<file path="config.mk">
export PLATFORM = sky130hd
export DESIGN_NAME = wsr_top
export DESIGN_NICKNAME = d
export VERILOG_FILES = /design/src/design/wsr_pkg.sv /design/src/design/wsr_top.sv /design/src/design/wsr_pin_wake.sv
export VERILOG_INCLUDE_DIRS = /design/src /design/src/design
export SDC_FILE = /design/constraint.sdc
export NUM_CORES = 1
export LEC_CHECK = 0
export BUFFER_PORTS_ARGS = -buffer_cell sky130_fd_sc_hd__clkbuf_2
export CAP_MARGIN = 20
export CORE_MARGIN = 2
export CORE_UTILIZATION = 30
export DETAILED_ROUTE_END_ITERATION = 8
export PLACE_DENSITY = 0.51
export SKIP_LAST_GASP = 1
export SLEW_MARGIN = 20
export SYNTH_ARGS = -nofsm -noshare
export SYNTH_HDL_FRONTEND = slang
export SYNTH_SLANG_ARGS = --single-unit
</file>
<file path="constraint.sdc">
create_clock -name clk_in -period 4.8 [get_ports clk_in]
set_input_delay 0.48 -clock clk_in [delete_from_list [all_inputs] [get_ports clk_in]]
set_output_delay 0.48 -clock clk_in [all_outputs]
set_load 0.1 [all_outputs]
</file>
<file path="src/design/wsr_consts.svh">
// Constants of the watchdog with stop-mode recovery and locked reload path.
// ----------------------------------------------------------------------------
// ----------------------------------------------------------------------------
`ifndef WSR_CONSTS_SVH
`define WSR_CONSTS_SVH

// Register byte offsets.
`define WSR_OFF_STATUS 6'h00
`define WSR_OFF_UPPER 6'h04
`define WSR_OFF_HIGH 6'h08
`define WSR_OFF_LOW 6'h0C
`define WSR_OFF_CTRL 6'h10
`define WSR_OFF_WAKE_EN 6'h14
`define WSR_OFF_IRQ_STAT 6'h18
`define WSR_OFF_IRQ_MASK 6'h1C
`define WSR_OFF_PORT_IN 6'h20

// Unlock bytes.
`define WSR_UNLOCK_FIRST 8'h55
`define WSR_UNLOCK_SECOND 8'hAA

// Upper status nibble bit positions, lower nibble bit 0 shows the unlock.
`define WSR_HI_SYS_RST 3
`define WSR_HI_WD_RST 2
`define WSR_HI_TIMEOUT 1
`define WSR_HI_STOP 0
`define WSR_HI_RST 4'h8

// Control register bits.
`define WSR_CTRL_EN 0
`define WSR_CTRL_IRQ_MODE 1
`define WSR_CTRL_INT_EN 2
`define WSR_CTRL_W 3

// Interrupt status and mask bits.
`define WSR_IRQ_TIMEOUT 0
`define WSR_IRQ_RECOV 1
`define WSR_IRQ_PIN 2
`define WSR_IRQ_W 3

// AXI responses.
`define WSR_RESP_OKAY 2'h0
`define WSR_RESP_SLVERR 2'h2

// Timing: clock period, recovery delay and pin glitch filter.
`define WSR_CLK_NS 4
`define WSR_RECOV_NS 40
`define WSR_RECOV_CYC ((`WSR_RECOV_NS + `WSR_CLK_NS - 1) / `WSR_CLK_NS)
`define WSR_FILT_NS 10
`define WSR_FILT_CYC ((`WSR_FILT_NS + `WSR_CLK_NS - 1) / `WSR_CLK_NS)

// Reset value of the reload value.
`define WSR_RELOAD_RST 24'h000100

`endif

</file>
<file path="src/design/wsr_pkg.sv">
// Types shared by the watchdog files.
package wsr_pkg;
	typedef enum logic [2:0] {
		WSR_LOCKED = 3'h0,
		WSR_GOT_FIRST = 3'h1,
		WSR_OPEN_UPPER = 3'h2,
		WSR_OPEN_HIGH = 3'h3,
		WSR_OPEN_LOW = 3'h4
	} wsr_lock_t;
	typedef enum logic [1:0] {
		WSR_RUN = 2'h0,
		WSR_STOP = 2'h1,
		WSR_RECOVER = 2'h2
	} wsr_mode_t;
endpackage

</file>
<file path="src/design/wsr_top.sv">
// Watchdog with stop-mode recovery, locked reload path and AXI4-Lite registers.
`timescale 1ns/1ps
`include "wsr_consts.svh"
module wsr_top import wsr_pkg::*; #(
	parameter int PINS = 8,
	parameter int ADDR_W = 6,
	parameter logic [23:0] RELOAD_RST = `WSR_RELOAD_RST
) (
	input wire logic clk_in,
	input wire logic sys_rst_in,
	input wire logic [ADDR_W-1:0] s_axi_awaddr_in,
	input wire logic s_axi_awvalid_in,
	output logic s_axi_awready_out,
	input wire logic [31:0] s_axi_wdata_in,
	input wire logic [3:0] s_axi_wstrb_in,
	input wire logic s_axi_wvalid_in,
	output logic s_axi_wready_out,
	output logic [1:0] s_axi_bresp_out,
	output logic s_axi_bvalid_out,
	input wire logic s_axi_bready_in,
	input wire logic [ADDR_W-1:0] s_axi_araddr_in,
	input wire logic s_axi_arvalid_in,
	output logic s_axi_arready_out,
	output logic [31:0] s_axi_rdata_out,
	output logic [1:0] s_axi_rresp_out,
	output logic s_axi_rvalid_out,
	input wire logic s_axi_rready_in,
	input wire logic [PINS-1:0] pins_in,
	input wire logic stop_req_in,
	input wire logic refresh_in,
	output logic stopped_out,
	output logic wd_reset_out,
	output logic irq_out
);
	localparam int RC = `WSR_RECOV_CYC;
	localparam int RCW = $clog2(RC + 1);

	// ------------------------------------------------------------------------
	// Declarations
	// ------------------------------------------------------------------------
	logic aw_full;
	logic w_full;
	logic [ADDR_W-1:0] aw_addr;
	logic [7:0] w_byte;
	logic w_lane0;
	logic wr_go;
	logic rd_go;
	logic rd_status;
	wsr_lock_t lock_st;
	wsr_mode_t mode;
	logic [7:0] reload_upper_byte;
	logic [7:0] reload_high_byte;
	logic [7:0] reload_low_byte;
	logic [23:0] reload_val;
	logic [23:0] count;
	logic [`WSR_CTRL_W-1:0] ctrl;
	logic [PINS-1:0] wake_en;
	logic [PINS-1:0] port_input_data;
	logic [PINS-1:0] pin_level;
	logic pin_wake;
	logic en_d;
	logic tmo;
	logic [RCW-1:0] rec_cnt;
	logic recov_last;
	logic irq_pend;
	logic [3:0] stat_hi;
	logic [3:0] stat_set;
	logic [7:0] watchdog_status_unlock;
	logic [`WSR_IRQ_W-1:0] irq_stat;
	logic [`WSR_IRQ_W-1:0] irq_mask;
	logic [`WSR_IRQ_W-1:0] irq_set;
	logic [7:0] rd_byte;
	logic rd_hit;

	// Word decode of an aligned register address.
	function automatic logic hit(input logic [ADDR_W-1:0] a, input logic [5:0] off);
		hit = (a[ADDR_W-1:2] == (ADDR_W-2)'(off >> 2));
	endfunction

	// ------------------------------------------------------------------------
	// AXI4-Lite slave
	// ------------------------------------------------------------------------
	// Address and data are taken in either order; the write acts once both are held.
	assign s_axi_awready_out = !aw_full;
	assign s_axi_wready_out = !w_full;
	assign wr_go = aw_full && w_full && !s_axi_bvalid_out;
	assign s_axi_arready_out = !s_axi_rvalid_out;
	assign rd_go = s_axi_arvalid_in && s_axi_arready_out;
	assign rd_status = rd_go && hit(s_axi_araddr_in, `WSR_OFF_STATUS);

	always_ff @(posedge clk_in) begin
		if (sys_rst_in) begin
			aw_full <= 1'b0;
			w_full <= 1'b0;
			aw_addr <= '0;
			w_byte <= 8'h00;
			w_lane0 <= 1'b0;
			s_axi_bvalid_out <= 1'b0;
			s_axi_bresp_out <= `WSR_RESP_OKAY;
		end else begin
			if (s_axi_awvalid_in && !aw_full) begin
				aw_full <= 1'b1;
				aw_addr <= s_axi_awaddr_in;
			end else if (wr_go) begin
				aw_full <= 1'b0;
			end
			if (s_axi_wvalid_in && !w_full) begin
				w_full <= 1'b1;
				w_byte <= s_axi_wdata_in[7:0];
				w_lane0 <= s_axi_wstrb_in[0];
			end else if (wr_go) begin
				w_full <= 1'b0;
			end
			if (wr_go) begin
				s_axi_bvalid_out <= 1'b1;
				s_axi_bresp_out <= (aw_addr > ADDR_W'(`WSR_OFF_PORT_IN) + ADDR_W'(3)) ?
					`WSR_RESP_SLVERR : `WSR_RESP_OKAY;
			end else if (s_axi_bready_in) begin
				s_axi_bvalid_out <= 1'b0;
			end
		end
	end

	// Read multiplexer; narrow registers sit in the low byte.
	always_comb begin
		rd_hit = 1'b1;
		rd_byte = 8'h00;
		case (s_axi_araddr_in[ADDR_W-1:2])
			(ADDR_W-2)'(`WSR_OFF_STATUS >> 2): rd_byte = watchdog_status_unlock;
			(ADDR_W-2)'(`WSR_OFF_UPPER >> 2): rd_byte = reload_upper_byte;
			(ADDR_W-2)'(`WSR_OFF_HIGH >> 2): rd_byte = reload_high_byte;
			(ADDR_W-2)'(`WSR_OFF_LOW >> 2): rd_byte = reload_low_byte;
			(ADDR_W-2)'(`WSR_OFF_CTRL >> 2): rd_byte = 8'(ctrl);
			(ADDR_W-2)'(`WSR_OFF_WAKE_EN >> 2): rd_byte = 8'(wake_en);
			(ADDR_W-2)'(`WSR_OFF_IRQ_STAT >> 2): rd_byte = 8'(irq_stat);
			(ADDR_W-2)'(`WSR_OFF_IRQ_MASK >> 2): rd_byte = 8'(irq_mask);
			(ADDR_W-2)'(`WSR_OFF_PORT_IN >> 2): rd_byte = 8'(port_input_data);
			default: rd_hit = 1'b0;
		endcase
	end

	// Read answer one cycle after the address is taken.
	always_ff @(posedge clk_in) begin
		if (sys_rst_in) begin
			s_axi_rvalid_out <= 1'b0;
			s_axi_rdata_out <= 32'h00000000;
			s_axi_rresp_out <= `WSR_RESP_OKAY;
		end else if (rd_go) begin
			s_axi_rvalid_out <= 1'b1;
			s_axi_rdata_out <= {24'h000000, rd_byte};
			s_axi_rresp_out <= rd_hit ? `WSR_RESP_OKAY : `WSR_RESP_SLVERR;
		end else if (s_axi_rready_in) begin
			s_axi_rvalid_out <= 1'b0;
		end
	end

	// ------------------------------------------------------------------------
	// Unlock machine and reload bytes
	// ------------------------------------------------------------------------
	// Every write advances the machine or drops it back, except a repeated first unlock byte, which holds it; so a stray write closes the path.
	always_ff @(posedge clk_in) begin
		if (sys_rst_in) begin
			lock_st <= WSR_LOCKED;
		end else if (wr_go) begin
			case (lock_st)
				WSR_LOCKED, WSR_GOT_FIRST: begin
					if (hit(aw_addr, `WSR_OFF_STATUS) && w_byte == `WSR_UNLOCK_FIRST) begin
						lock_st <= WSR_GOT_FIRST;
					end else if (lock_st == WSR_GOT_FIRST && hit(aw_addr, `WSR_OFF_STATUS) &&
						w_byte == `WSR_UNLOCK_SECOND) begin
						lock_st <= WSR_OPEN_UPPER;
					end else begin
						lock_st <= WSR_LOCKED;
					end
				end
				WSR_OPEN_UPPER: lock_st <= hit(aw_addr, `WSR_OFF_UPPER) ? WSR_OPEN_HIGH : WSR_LOCKED;
				WSR_OPEN_HIGH: lock_st <= hit(aw_addr, `WSR_OFF_HIGH) ? WSR_OPEN_LOW : WSR_LOCKED;
				WSR_OPEN_LOW: lock_st <= WSR_LOCKED;
				default: lock_st <= WSR_LOCKED;
			endcase
		end
	end

	// A reload byte only takes a write in its own open step.
	always_ff @(posedge clk_in) begin
		if (sys_rst_in) begin
			{reload_upper_byte, reload_high_byte, reload_low_byte} <= RELOAD_RST;
		end else if (wr_go && w_lane0) begin
			if (lock_st == WSR_OPEN_UPPER && hit(aw_addr, `WSR_OFF_UPPER))
				reload_upper_byte <= w_byte;
			if (lock_st == WSR_OPEN_HIGH && hit(aw_addr, `WSR_OFF_HIGH))
				reload_high_byte <= w_byte;
			if (lock_st == WSR_OPEN_LOW && hit(aw_addr, `WSR_OFF_LOW))
				reload_low_byte <= w_byte;
		end
	end

	assign reload_val = {reload_upper_byte, reload_high_byte, reload_low_byte};

	// ------------------------------------------------------------------------
	// Software control registers
	// ------------------------------------------------------------------------
	// Interrupt status is write-one-to-clear; a new event in the same cycle wins.
	always_ff @(posedge clk_in) begin
		if (sys_rst_in) begin
			ctrl <= '0;
			wake_en <= '0;
			irq_mask <= '0;
			irq_stat <= '0;
		end else begin
			if (wr_go && w_lane0 && hit(aw_addr, `WSR_OFF_CTRL))
				ctrl <= w_byte[`WSR_CTRL_W-1:0];
			if (wr_go && w_lane0 && hit(aw_addr, `WSR_OFF_WAKE_EN))
				wake_en <= w_byte[PINS-1:0];
			if (wr_go && w_lane0 && hit(aw_addr, `WSR_OFF_IRQ_MASK))
				irq_mask <= w_byte[`WSR_IRQ_W-1:0];
			if (wr_go && w_lane0 && hit(aw_addr, `WSR_OFF_IRQ_STAT))
				irq_stat <= (irq_stat & ~w_byte[`WSR_IRQ_W-1:0]) | irq_set;
			else
				irq_stat <= irq_stat | irq_set;
		end
	end

	assign irq_out = |(irq_stat & irq_mask);

	// ------------------------------------------------------------------------
	// Counter
	// ------------------------------------------------------------------------
	// The counter is reloaded on the enabling edge, on refresh and after each time-out.
	assign tmo = ctrl[`WSR_CTRL_EN] && en_d && count == 24'h000000;

	always_ff @(posedge clk_in) begin
		if (sys_rst_in) begin
			en_d <= 1'b0;
			count <= RELOAD_RST;
		end else begin
			en_d <= ctrl[`WSR_CTRL_EN];
			if ((ctrl[`WSR_CTRL_EN] && !en_d) || refresh_in || tmo)
				count <= reload_val;
			else if (ctrl[`WSR_CTRL_EN])
				count <= count - 24'h000001;
		end
	end

	// ------------------------------------------------------------------------
	// Stop mode and recovery
	// ------------------------------------------------------------------------
	wsr_pin_wake #(.PINS(PINS), .FILT(`WSR_FILT_CYC)) u_pin_wake (
		.clk_in(clk_in),
		.sys_rst_in(sys_rst_in),
		.pins_in(pins_in),
		.wake_en_in(wake_en),
		.level_out(pin_level),
		.wake_out(pin_wake)
	);

	assign recov_last = (mode == WSR_RECOVER) && rec_cnt == RCW'(RC - 1);
	assign stopped_out = (mode != WSR_RUN);

	// A time-out or an enabled pin change ends stop; recovery then runs a fixed delay.
	always_ff @(posedge clk_in) begin
		if (sys_rst_in) begin
			mode <= WSR_RUN;
			rec_cnt <= '0;
		end else begin
			case (mode)
				WSR_RUN: if (stop_req_in) mode <= WSR_STOP;
				WSR_STOP: begin
					if (tmo || pin_wake) begin
						mode <= WSR_RECOVER;
						rec_cnt <= '0;
					end
				end
				WSR_RECOVER: begin
					rec_cnt <= rec_cnt + RCW'(1);
					if (recov_last) mode <= WSR_RUN;
				end
				default: mode <= WSR_RUN;
			endcase
		end
	end

	// Port data freeze in stop; the level seen at the end of recovery is what gets recorded.
	always_ff @(posedge clk_in) begin
		if (sys_rst_in)
			port_input_data <= '0;
		else if (mode == WSR_RUN || recov_last)
			port_input_data <= pin_level;
	end

	// A time-out outside run mode is held back until recovery ends.
	always_ff @(posedge clk_in) begin
		if (sys_rst_in)
			irq_pend <= 1'b0;
		else if (recov_last)
			irq_pend <= 1'b0;
		else if (tmo && mode != WSR_RUN)
			irq_pend <= 1'b1;
	end

	// Interrupt events.
	always_comb begin
		irq_set = '0;
		irq_set[`WSR_IRQ_TIMEOUT] = ctrl[`WSR_CTRL_IRQ_MODE] && ctrl[`WSR_CTRL_INT_EN] &&
			((tmo && mode == WSR_RUN) || (recov_last && (irq_pend || tmo)));
		irq_set[`WSR_IRQ_RECOV] = recov_last;
		irq_set[`WSR_IRQ_PIN] = (mode == WSR_RUN || recov_last) &&
			|((pin_level ^ port_input_data) & wake_en);
	end

	// ------------------------------------------------------------------------
	// Status register and reset request
	// ------------------------------------------------------------------------
	always_comb begin
		stat_set = 4'h0;
		stat_set[`WSR_HI_WD_RST] = tmo && mode == WSR_RUN && !ctrl[`WSR_CTRL_IRQ_MODE];
		stat_set[`WSR_HI_TIMEOUT] = tmo;
		stat_set[`WSR_HI_STOP] = mode == WSR_STOP && (tmo || pin_wake);
	end

	// Software never writes these bits; a read clears them, but a same-cycle event still lands.
	always_ff @(posedge clk_in) begin
		if (sys_rst_in)
			stat_hi <= `WSR_HI_RST;
		else
			stat_hi <= (rd_status ? 4'h0 : stat_hi) | stat_set;
	end

	assign watchdog_status_unlock = {stat_hi, 3'h0, lock_st != WSR_LOCKED};

	// In reset mode a time-out in run mode asks the system for a reset.
	always_ff @(posedge clk_in) begin
		if (sys_rst_in)
			wd_reset_out <= 1'b0;
		else
			wd_reset_out <= stat_set[`WSR_HI_WD_RST];
	end
endmodule

</file>
<file path="src/design/wsr_pin_wake.sv">
// Pin synchroniser, glitch filter and wake change detector.
`timescale 1ns/1ps
`include "wsr_consts.svh"
module wsr_pin_wake #(
	parameter int PINS = 8,
	parameter int FILT = `WSR_FILT_CYC
) (
	input wire logic clk_in,
	input wire logic sys_rst_in,
	input wire logic [PINS-1:0] pins_in,
	input wire logic [PINS-1:0] wake_en_in,
	output logic [PINS-1:0] level_out,
	output logic wake_out
);
	localparam int CW = $clog2(FILT + 1);
	logic [PINS-1:0] sync1;
	logic [PINS-1:0] sync2;
	logic [PINS-1:0] level_d;

	// Two flops per pin; only the second one is read by the filter.
	always_ff @(posedge clk_in) begin
		if (sys_rst_in) begin
			sync1 <= '0;
			sync2 <= '0;
			level_d <= '0;
		end else begin
			sync1 <= pins_in;
			sync2 <= sync1;
			level_d <= level_out;
		end
	end

	// A new level is taken only after it held for the filter time, so short glitches never wake.
	genvar g;
	generate
		for (g = 0; g < PINS; g++) begin : g_pin
			logic [CW-1:0] cnt;
			always_ff @(posedge clk_in) begin
				if (sys_rst_in) begin
					cnt <= '0;
					level_out[g] <= 1'b0;
				end else if (sync2[g] == level_out[g]) begin
					cnt <= '0;
				end else if (cnt == CW'(FILT - 1)) begin
					cnt <= '0;
					level_out[g] <= sync2[g];
				end else begin
					cnt <= cnt + CW'(1);
				end
			end
		end
	endgenerate

	// Either direction of change on an enabled pin is a wake.
	assign wake_out = |((level_out ^ level_d) & wake_en_in);
endmodule

</file>
==> results by group, run 1 <==
Setup path
  • Reg2Reg Setup Slack: 2.25 ns
  • Critical Path End Type: flip-flop
  • Setup CP Type: reg2reg
  • R2R Path Start: count[14]
  • Startpoint type of the worst setup path: flip-flop
  • Worst r2r dst: count[1]
  • Crit path max fanout: 9
  • CP Data Arrival Time: 2.88 ns
  • CP Capture Point: count[1]
  • R2r worst-path depth: 6
  • WP data required: 5.13 ns
  • Critical Path Start: count[14]

Synthesis
  • Seq/Total Area, Yosys: 43.0%
  • Most used DFF post-synth: dfxtp_1
  • Ys async rst share: 0%
  • Synth Area in XOR/XNOR: 3.33%
  • Post-synth EDFFs: 0
  • Top post-synthesis cells by count: dfxtp_1, nor2_1, nand2_1
  • Share of the synthesized area in the top cell type: 43.0%
  • Main area contributors after synthesis: dfxtp_1, mux2i_1, nor2_1
  • Cell Area, Synth: 7640 µm²
  • Compound-cell area share of the yosys netlist: 14.1%
  • Synth area leader: dfxtp_1
  • Count leader, synth: dfxtp_1
  • Mux contribution to synthesized area: 8.08%
  • Post-Synth Simple-Gate Area: 22.7%
  • FF+latch count, synth: 164
  • Syn avg cell area: 8.76 µm²
  • Synth cell types: 70
  • Adder-cell share of the synthesized area: 1.97%
  • Synth Instances: 872
  • Largest family of logic cells by synthesized area: simple AND/OR/NAND/NOR gates
  • Synth Warn #: 0

Clock network
  • Post-CTS setup repair buffer count: 0
  • Hold buffers post-CTS: 0
  • Clk sinks: 164
  • CTS tree: yes
  • Post-CTS Resized: 0
  • Clock Latency Late Sink: 0.44 ns
  • Htree depth: 4
  • Worst-path clk slew: 0.07 ns
  • Root Driver: clkbuf_16
  • Num CTS Buffers: 17
  • Clk buf depth: 2

STA
  • Unrepaired setup endpoints after global routing: no
  • Final Cycle Share: 53.2%
  • Slew HR: 31.9%
  • Worst Clk Skew: 0.0145 ns
  • Worst Tran Pin Value: 1.02 ns
  • Fin crit period: 2.55 ns
  • Final hold viol count: 0
  • Fmax: 392 MHz
  • Final setup viols: 0
  • Setup_tns: 0 ns
  • Final-report max-slew violation count: 0

Hold path
  • Hold path cells: 2
  • Worst Hold Class: in2reg

Final layout
  • Register area: 3280 µm²
  • Multi-input logic area: 3930 µm²
  • FILL cells: 2667
  • N_diodes: 0
  • NumNets Final: 968
  • Share of cells above drive strength 1: 12.6%
  • Area delta synth->final: 13.4%
  • Non-Filler Instances: 1234

Die
  • Die W: 164 µm
  • Rows: 58
  • I/O Pins: 109
  • Initial Util: 30.4%
  • Die Area: 26800 µm²
  • Die Ht: 164 µm
  • Core area: 25100 µm²

Place
  • # port buffers: 51
  • DP HPWL: 13.7 mm
  • Dpl cells: 1202
  • GP Congestion: 0.812

Route
  • DR WL/cell: 15.6 µm
  • Met2 WL post-DR: 8.95 mm
  • Uppermost layer routed: met4
  • Vias/cell: 4.92
  • Metal3 WL: 705 µm
  • Total number of vias: 6072
  • Initial DRT Pass Iterations: 5
  • DR iter-0 viols: 366
  • WL final: 19.3 mm
  • DRC Markers: 0
  • Metal-1 WL: 9.29 mm
  • Post-DRT Antenna Nets: 0

Power
  • Switch Pwr: 886 µW
  • Pwr Total: 3.24 mW
  • P per Cell Area: 374 nW/µm²
  • Sw frac: 27.4%
  • Power share of the clock group: 47.0%
  • Logic pwr share: 9.2%
  • VDD IR-drop max: 0.229 mV
  • Reg power frac: 43.9%
  • Internal power: 2.35 mW
  • P_leak: 3.24 nW

Run status
  • Outcome: completed

Job
  • Max cap viols: 0

GRT
  • Number of antenna violations at the first check in global routing: 0
  • GRT Total Usage: 15.0%
  • Total congestion overflow: 0
  • Largest net degree at the start of global routing: 97
  • First-pass GRT wire length: 31.3 mm
  • Vias in the first global route: 5551
-- cells in the final DEF (no fill, tap or decap), types with 9 or more instances in the layout --
cell type	synthesis	layout
a211oi_1	12	12
a21oi_1	44	44
a22oi_1	15	15
a31oi_1	10	10
clkbuf_16	0	17
clkbuf_2	0	50
conb_1	1	26
dfxtp_1	164	164
ha_1	12	12
inv_1	21	21
mux2i_1	56	56
nand2_1	67	67
nand3_1	13	13
nand4_1	9	9
nor2_1	128	128
nor2b_1	35	35
nor3_1	26	26
o21ai_0	17	17
or3_1	17	17
xnor2_1	12	12
xor2_1	17	17
-- sequential cells by signal (all words and copies together) (netlist names), 4 cells and up --
register              cells
w_byte                    8
u_pin_wake.g_pin.cnt     16
reload_low_byte           8
u_pin_wake.level_d        8
stat_hi                   4
s_axi_rdata_out           8
u_pin_wake.level_out      8
rec_cnt                   4
aw_addr                   4
reload_upper_byte         8
count                    24
port_input_data           8
reload_high_byte          8
u_pin_wake.sync2          8
u_pin_wake.sync1          8
wake_en                   8
-- area by class of cell --
| class | count | area share, % |
|---|---|---|
| Clock inverter | 15 | 2.62 |
| Sequential cell | 164 | 37.9 |
| Multi-Input combinational cell | 630 | 45.4 |
| Clock buffer | 17 | 4.91 |
| Inverter | 22 | 0.954 |
| Tap cell | 330 | 4.77 |
| Timing Repair Buffer | 56 | 3.41 |
-- metrics by stage --
step,util [%],hold slack [ns],setup WS [ns],cell area (µm²)
finish,34.5,0.233,2.25,8660
floorplan,-,0.391,2.18,7730
CTS,34.5,0.216,2.23,8660
global placement,31.9,0.401,2.14,8000
detailed placement,31.9,0.402,2.25,8010
global route,34.5,0.246,2.10,8660
-- logic make-up after synthesis --
logic type	after synthesis
xor gates and xnor gates	29
other	1
and+or+nand+nor	348
adders and majority gates	12
muxes	61
DFF	164
buffers and inverters	103
AOI/OAI and AO/OA	154
-- power by group through the flow --
| stage | clock network, mW | logic, mW | registers [mW] |
|---|---|---|---|
| global placement | 0 | 0.297 | 1.45 |
| global route | 1.62 | 0.319 | 1.42 |
| finish | 1.52 | 0.296 | 1.42 |
| CTS | 1.55 | 0.298 | 1.42 |
| detailed placement | 0 | 0.298 | 1.45 |
| floorplan | 0 | 0.255 | 1.45 |
-- per-layer routing --
metal / track usage [%] / vias to the layer above
li1: - / 3065
met1: 21.1 / 2865
met2: 23.2 / 114
met3: 2.62 / 28
met4: 4.94 / 0
met5: 0 / -
-- worst max-delay path, cell delays in order, from the launching register on --
cell and delay (ns):
dfxtp_1 0.34, or4_4 0.59, nor4_4 0.46, a21o_1 0.42, nor2_4 0.14, o2bb2ai_2 0.15
a2111oi_2 0.35
-- how the worst min path moves through the flow --
stage	slack (ns)	startpoint	end
floorplan	0.39	u_pin_wake.g_pin[0].cnt[0]	u_pin_wake.g_pin[0].cnt[0]
global placement	0.40	u_pin_wake.g_pin[7].cnt[0]	u_pin_wake.g_pin[7].cnt[0]
detailed placement	0.40	u_pin_wake.g_pin[5].cnt[0]	u_pin_wake.g_pin[5].cnt[0]
CTS	0.22	s_axi_rready_in	s_axi_rvalid_out
global route	0.25	pins_in[2]	u_pin_wake.sync1[2]
finish	0.23	s_axi_rready_in	s_axi_rvalid_out
No activity file was read; power rests on OpenSTA's default activity.
==> run 2, diff against run 1 <==
Clock period 4.8 ns to 2.5 ns, I/O delays scaled along.
==> run 2 against run 1 <==
  * Total power is 82% higher
  * Design area is 3.0% higher
  * Non-clock buffer count up 37
  * Sequential power up 92%
  * Clock power increased by 68%
  * Largest cell class unchanged
  * Global-route usage is 0.48 points higher
  * Register-to-register slack got worse by 2.1 ns
  * Combinational power rose by 110%
  * Maximum frequency grew 9.2%
  * Flip-flop and latch count stayed put
  * Critical path depth increased by 2
  * Cell count is 3.0% higher
==> results by group, run 2 (synthesis results as in run 1) <==
Run status
  • Outcome: completed

Die
  • Rows: 58
  • I/O Pins: 109
  • Die W: 164 µm
  • Die Area: 26800 µm²
  • Core area: 25100 µm²
  • Initial Util: 30.4%
  • Die Ht: 164 µm

Setup path
  • Startpoint type of the worst setup path: flip-flop
  • Critical Path End Type: flip-flop
  • WP data required: 2.85 ns
  • Crit path max fanout: 8
  • Setup CP Type: reg2reg
  • Reg2Reg Setup Slack: 0.16 ns
  • CP Data Arrival Time: 2.69 ns

Final layout
  • Reg with most FFs: count
  • N_diodes: 0
  • Leading cell type in the layout, fill and taps excluded: dfxtp_1
  • Cell area after layout: 8920 µm²
  • FILL cells: 2639
  • Core Util, Final: 35.5%
  • Largest registers: count (24), u_pin_wake.g_pin.cnt (16)
  • Share of cells above drive strength 1: 16.3%
  • Largest register FFs: 24
  • Multi-input logic area: 3940 µm²
  • NumNets Final: 1005
  • Most frequent cells in the layout: dfxtp_1, nor2_1, nand2_1, mux2i_1, clkbuf_2
  • Area delta synth->final: 16.8%
  • Register area: 3280 µm²

Power
  • P_leak: 3.41 nW
  • Pwr Total: 5.90 mW
  • P per Cell Area: 661 nW/µm²
  • VDD IR-drop max: 0.349 mV

GRT
  • Largest net degree at the start of global routing: 39
  • Total congestion overflow: 0
  • Number of antenna violations at the first check in global routing: 1
  • GRT Total Usage: 15.5%
  • Vias in the first global route: 5973
  • First-pass GRT wire length: 32.4 mm

Clock network
  • Worst-path clk slew: 0.07 ns
  • Num CTS Buffers: 17
  • Htree depth: 4
  • Clk buf depth: 2
  • Clock Latency Late Sink: 0.43 ns
  • CTS tree: yes
  • Root Driver: clkbuf_16
  • Clk sinks: 164

Hold path
  • Worst Hold Class: in2reg

STA
  • Worst Tran Pin Value: 0.693 ns
  • Final Cycle Share: 93.5%
  • Final setup viols: 0
  • Worst Slack Setup Final: 0.161 ns
  • Final hold viol count: 0
  • Fmax: 428 MHz
  • Final-report max-slew violation count: 0
  • Setup_tns: 0 ns
  • Worst Clk Skew: 0.0116 ns
  • Slew HR: 53.7%
  • Fin crit period: 2.34 ns
  • Unrepaired setup endpoints after global routing: yes

Place
  • GP Congestion: 0.853
  • DP HPWL: 14.4 mm
  • # port buffers: 51
  • Post-DP Area: 8330 µm²
  • Dpl ws: 0.199 ns

Route
  • Total number of vias: 6219
  • DRC Markers: 0
  • DR iter-0 viols: 370
  • Vias/cell: 4.89
  • DR WL/cell: 15.7 µm
  • Post-DRT Antenna Nets: 0
  • Initial DRT Pass Iterations: 5
  • WL final: 20.0 mm

Job
  • Max cap viols: 0
run 2: cell types whose count changed in the layout (fill, tap and decap cells not counted), moves of 2 or more:
cell / change
clkinv_4: +3
buf_12: +4
bufinv_16: -4
inv_6: -4
clkinv_2: +2
buf_4: +32
run 2: layer usage:
metal  part of all wire (%)  routed length, µm  vias to the layer above  track usage [%]
li1                       -                  -                     3129                -
met1                     47               9460                     2945             20.9
met2                     47               9430                      131             25.0
met3                    4.0                796                       14             2.97
met4                    1.4                283                        0             4.86
met5                      0                  0                        -                0
run 2: worst paths after layout:
path,from,to,cells past startpoint
worst max-delay path,count[14],count[16],8
worst min-delay path,pins_in[1],u_pin_wake.sync1[1],2
worst max register to register,count[14],count[16],8
worst min register to register,u_pin_wake.g_pin[4].cnt[0],u_pin_wake.g_pin[4].cnt[0],1
run 2: critical path: stages (launching register included):
cell and delay (ns):
dfxtp_1 0.34, or4_4 0.59, nor4_4 0.40, buf_4 0.18, a21o_1 0.16, buf_4 0.18
nor2_1 0.09, a22o_1 0.19, nor3_1 0.13
run 2: power breakdown:
part / switching (mW) / internal [mW] / total, mW
Combinational: 0.455 / 0.158 / 0.614
Clock: 1.21 / 1.35 / 2.56
Sequential: 0.0626 / 2.66 / 2.72
run 2: layout make-up:
class,instances,area share [%]
multi-input combinational,630,44.1
sequential,164,36.8
timing repair buffer,93,7.01
clock buffer,18,4.92
tap,330,4.63
clock inverter,14,1.52
inverter,22,0.968
run 2: what timing repair did:
action / in CTS / in global routing
endpoints found under the hold margin: 1 / 0
endpoints found under the setup margin: 0 / 1
setup buffers: 0 / 0
hold buffers: 1 / 0
gates resized for setup: 0 / 1
run 2: metrics by stage:
| step | hold slack (ns) | cells |
|---|---|---|
| after global placement | 0.401 | 1238 |
| final | 0.0275 | 1271 |
| after floorplan | 0.342 | 897 |
| after detailed placement | 0.401 | 1238 |
| after global routing | 0.0274 | 1271 |
| after CTS | 0.0133 | 1271 |
==> run 3, diff against run 2 <==
--- a/config.mk
+++ b/config.mk
@@ -10,2 +10,3 @@
 export CAP_MARGIN = 20
+export CORE_ASPECT_RATIO = 1.5
 export CORE_MARGIN = 2
@@ -19 +20,2 @@
 export SYNTH_SLANG_ARGS = --single-unit
+export TNS_END_PERCENT = 20
--- a/constraint.sdc
+++ b/constraint.sdc
@@ -3,2 +3,2 @@
 set_output_delay 0.25 -clock clk_in [all_outputs]
-set_load 0.1 [all_outputs]
+set_load 0.05 [all_outputs]
==> run 3 against run 2 <==
  * Count of clock-buffer cells in the layout increased by 2
  * Utilization down 0.53 points
  * Via count is 0.18% higher
  * Cell count is 1.0% lower
  * Register-to-register slack gained 0.06 ns
  * Combinational power decreased by 22%
  * Clock power decreased by 6%
  * Critical path depth shrank 1
  * Design area is 1.7% lower
  * Die area hardly changed
  * Clock skew fell by 0.0018 ns
  * Critical endpoint unchanged
==> results by group, run 3 (synthesis results as in run 1) <==
Run status
  • Outcome: completed

Setup path
  • Reg2Reg Setup Slack: 0.22 ns
  • Startpoint type of the worst setup path: flip-flop
  • WP data required: 2.86 ns
  • CP Data Arrival Time: 2.64 ns
  • Setup CP Type: reg2reg
  • Critical Path End Type: flip-flop
  • Crit path max fanout: 8

Clock network
  • Clk buf depth: 2
  • Htree depth: 4
  • Worst-path clk slew: 0.06 ns
  • Clock Latency Late Sink: 0.43 ns
  • Post-CTS setup repair buffer count: 0
  • Num CTS Buffers: 17
  • Root Driver: clkbuf_16
  • Clk sinks: 164
  • CTS tree: yes

STA
  • Unrepaired setup endpoints after global routing: no
  • Fmax: 439 MHz
  • Slew HR: 57.3%
  • Final setup viols: 0
  • Final hold viol count: 0
  • Setup_tns: 0 ns
  • Worst Clk Skew: 0.00982 ns
  • Hold Slack: 0.0219 ns
  • Fin crit period: 2.28 ns
  • Final-report max-slew violation count: 0
  • Final Cycle Share: 91.1%
  • Worst Tran Pin Value: 0.635 ns

Final layout
  • Area delta synth->final: 14.8%
  • Largest register FFs: 24
  • NumNets Final: 995
  • Leading cell type in the layout, fill and taps excluded: dfxtp_1
  • Most frequent cells in the layout: dfxtp_1, nor2_1, nand2_1, mux2i_1, clkbuf_2
  • Largest registers: count (24), u_pin_wake.g_pin.cnt (16)
  • Share of cells above drive strength 1: 14.8%
  • N_diodes: 0
  • Reg with most FFs: count

Die
  • I/O Pins: 109
  • Core area: 25100 µm²
  • Die Area: 26800 µm²
  • Initial Util: 30.5%
  • Die Ht: 199 µm
  • Rows: 71
  • Die W: 134 µm

GRT
  • Largest net degree at the start of global routing: 63
  • Vias in the first global route: 5981
  • GRT Total Usage: 15.8%
  • Total congestion overflow: 0
  • First-pass GRT wire length: 32.5 mm
  • Number of antenna violations at the first check in global routing: 0

Hold path
  • Worst Hold Class: in2reg

Power
  • P per Cell Area: 640 nW/µm²
  • P_leak: 3.33 nW
  • VDD IR-drop max: 0.399 mV

Route
  • WL final: 20.5 mm
  • Vias/cell: 4.95
  • Total number of vias: 6230
  • DRC Markers: 0
  • DR WL/cell: 16.3 µm
  • DR iter-0 viols: 308
  • Initial DRT Pass Iterations: 5
  • Post-DRT Antenna Nets: 0

Place
  • GP Congestion: 0.891
  • # port buffers: 51
  • DP HPWL: 15.2 mm

Job
  • Max cap viols: 0
==> run 3: cell count changes in the layout (fill, tap and decap cells not counted), moves of 2 or more <==
| cell | change |
|---|---|
| buf_12 | -2 |
| buf_4 | -8 |
| clkinv_2 | +2 |
| inv_8 | -5 |
==> run 3: repair_timing <==
item | CTS | global route
endpoints found under the setup margin | 0 | 1
hold buffers | 1 | 0
resized for setup | 0 | 1
endpoints found under the hold margin | 1 | 0
==> run 3: critical path: stages, from the launching register on <==
cell and delay (ns):
dfxtp_1 0.34, or4_4 0.58, nor4_4 0.45, a21o_1 0.24, buf_4 0.18, nor2_1 0.11
a22o_1 0.19, nor3_1 0.11
==> run 3: report_power, final <==
group          switching, mW  total [mW]  internal [mW]
registers             0.0646        2.73           2.66
logic                  0.333       0.477          0.145
clock network           1.09        2.41           1.32
==> run 3: final cells by class <==
class | instances | area (µm²)
Clock buffer | 20 | 457
Clock inverter | 11 | 78.8
Fill cell | 2644 | 16300
Inverter | 22 | 82.6
Multi-Input combinational cell | 630 | 3930
Sequential cell | 164 | 3280
Tap cell | 328 | 410
Timing Repair Buffer | 83 | 526
==> run 3: path summary, 6_finish.rpt <==
path | end | start | cells past startpoint
worst max-delay path | count[16] | count[14] | 7
worst min register to register | u_pin_wake.g_pin[6].cnt[0] | u_pin_wake.g_pin[6].cnt[0] | 1
worst min-delay path | u_pin_wake.sync1[0] | pins_in[0] | 2
worst max register to register | count[16] | count[14] | 7
==> run 3: metal layers <==
metal / wire [µm] / part of all wire, % / GRT usage [%]
met5: 0 / 0 / 0
met2: 10600 / 52 / 28.4
met4: 1030 / 5.0 / 9.67
met1: 8260 / 40 / 17.0
met3: 604 / 3.0 / 2.84
==> run 3: stage by stage <==
stage	std cells	instance area [µm²]	utilization, %	total power, mW	worst slack (ns)
2_1_floorplan	897	7730	-	3.16	0.358
3_3_place_gp	1226	8220	32.8	3.26	0.227
3_5_place_dp	1226	8220	32.8	3.26	0.172
4_1_cts	1258	8760	35.0	5.69	0.148
5_1_grt	1258	8770	35.0	5.84	0.0878
6_report	1258	8770	35.0	5.61	0.222
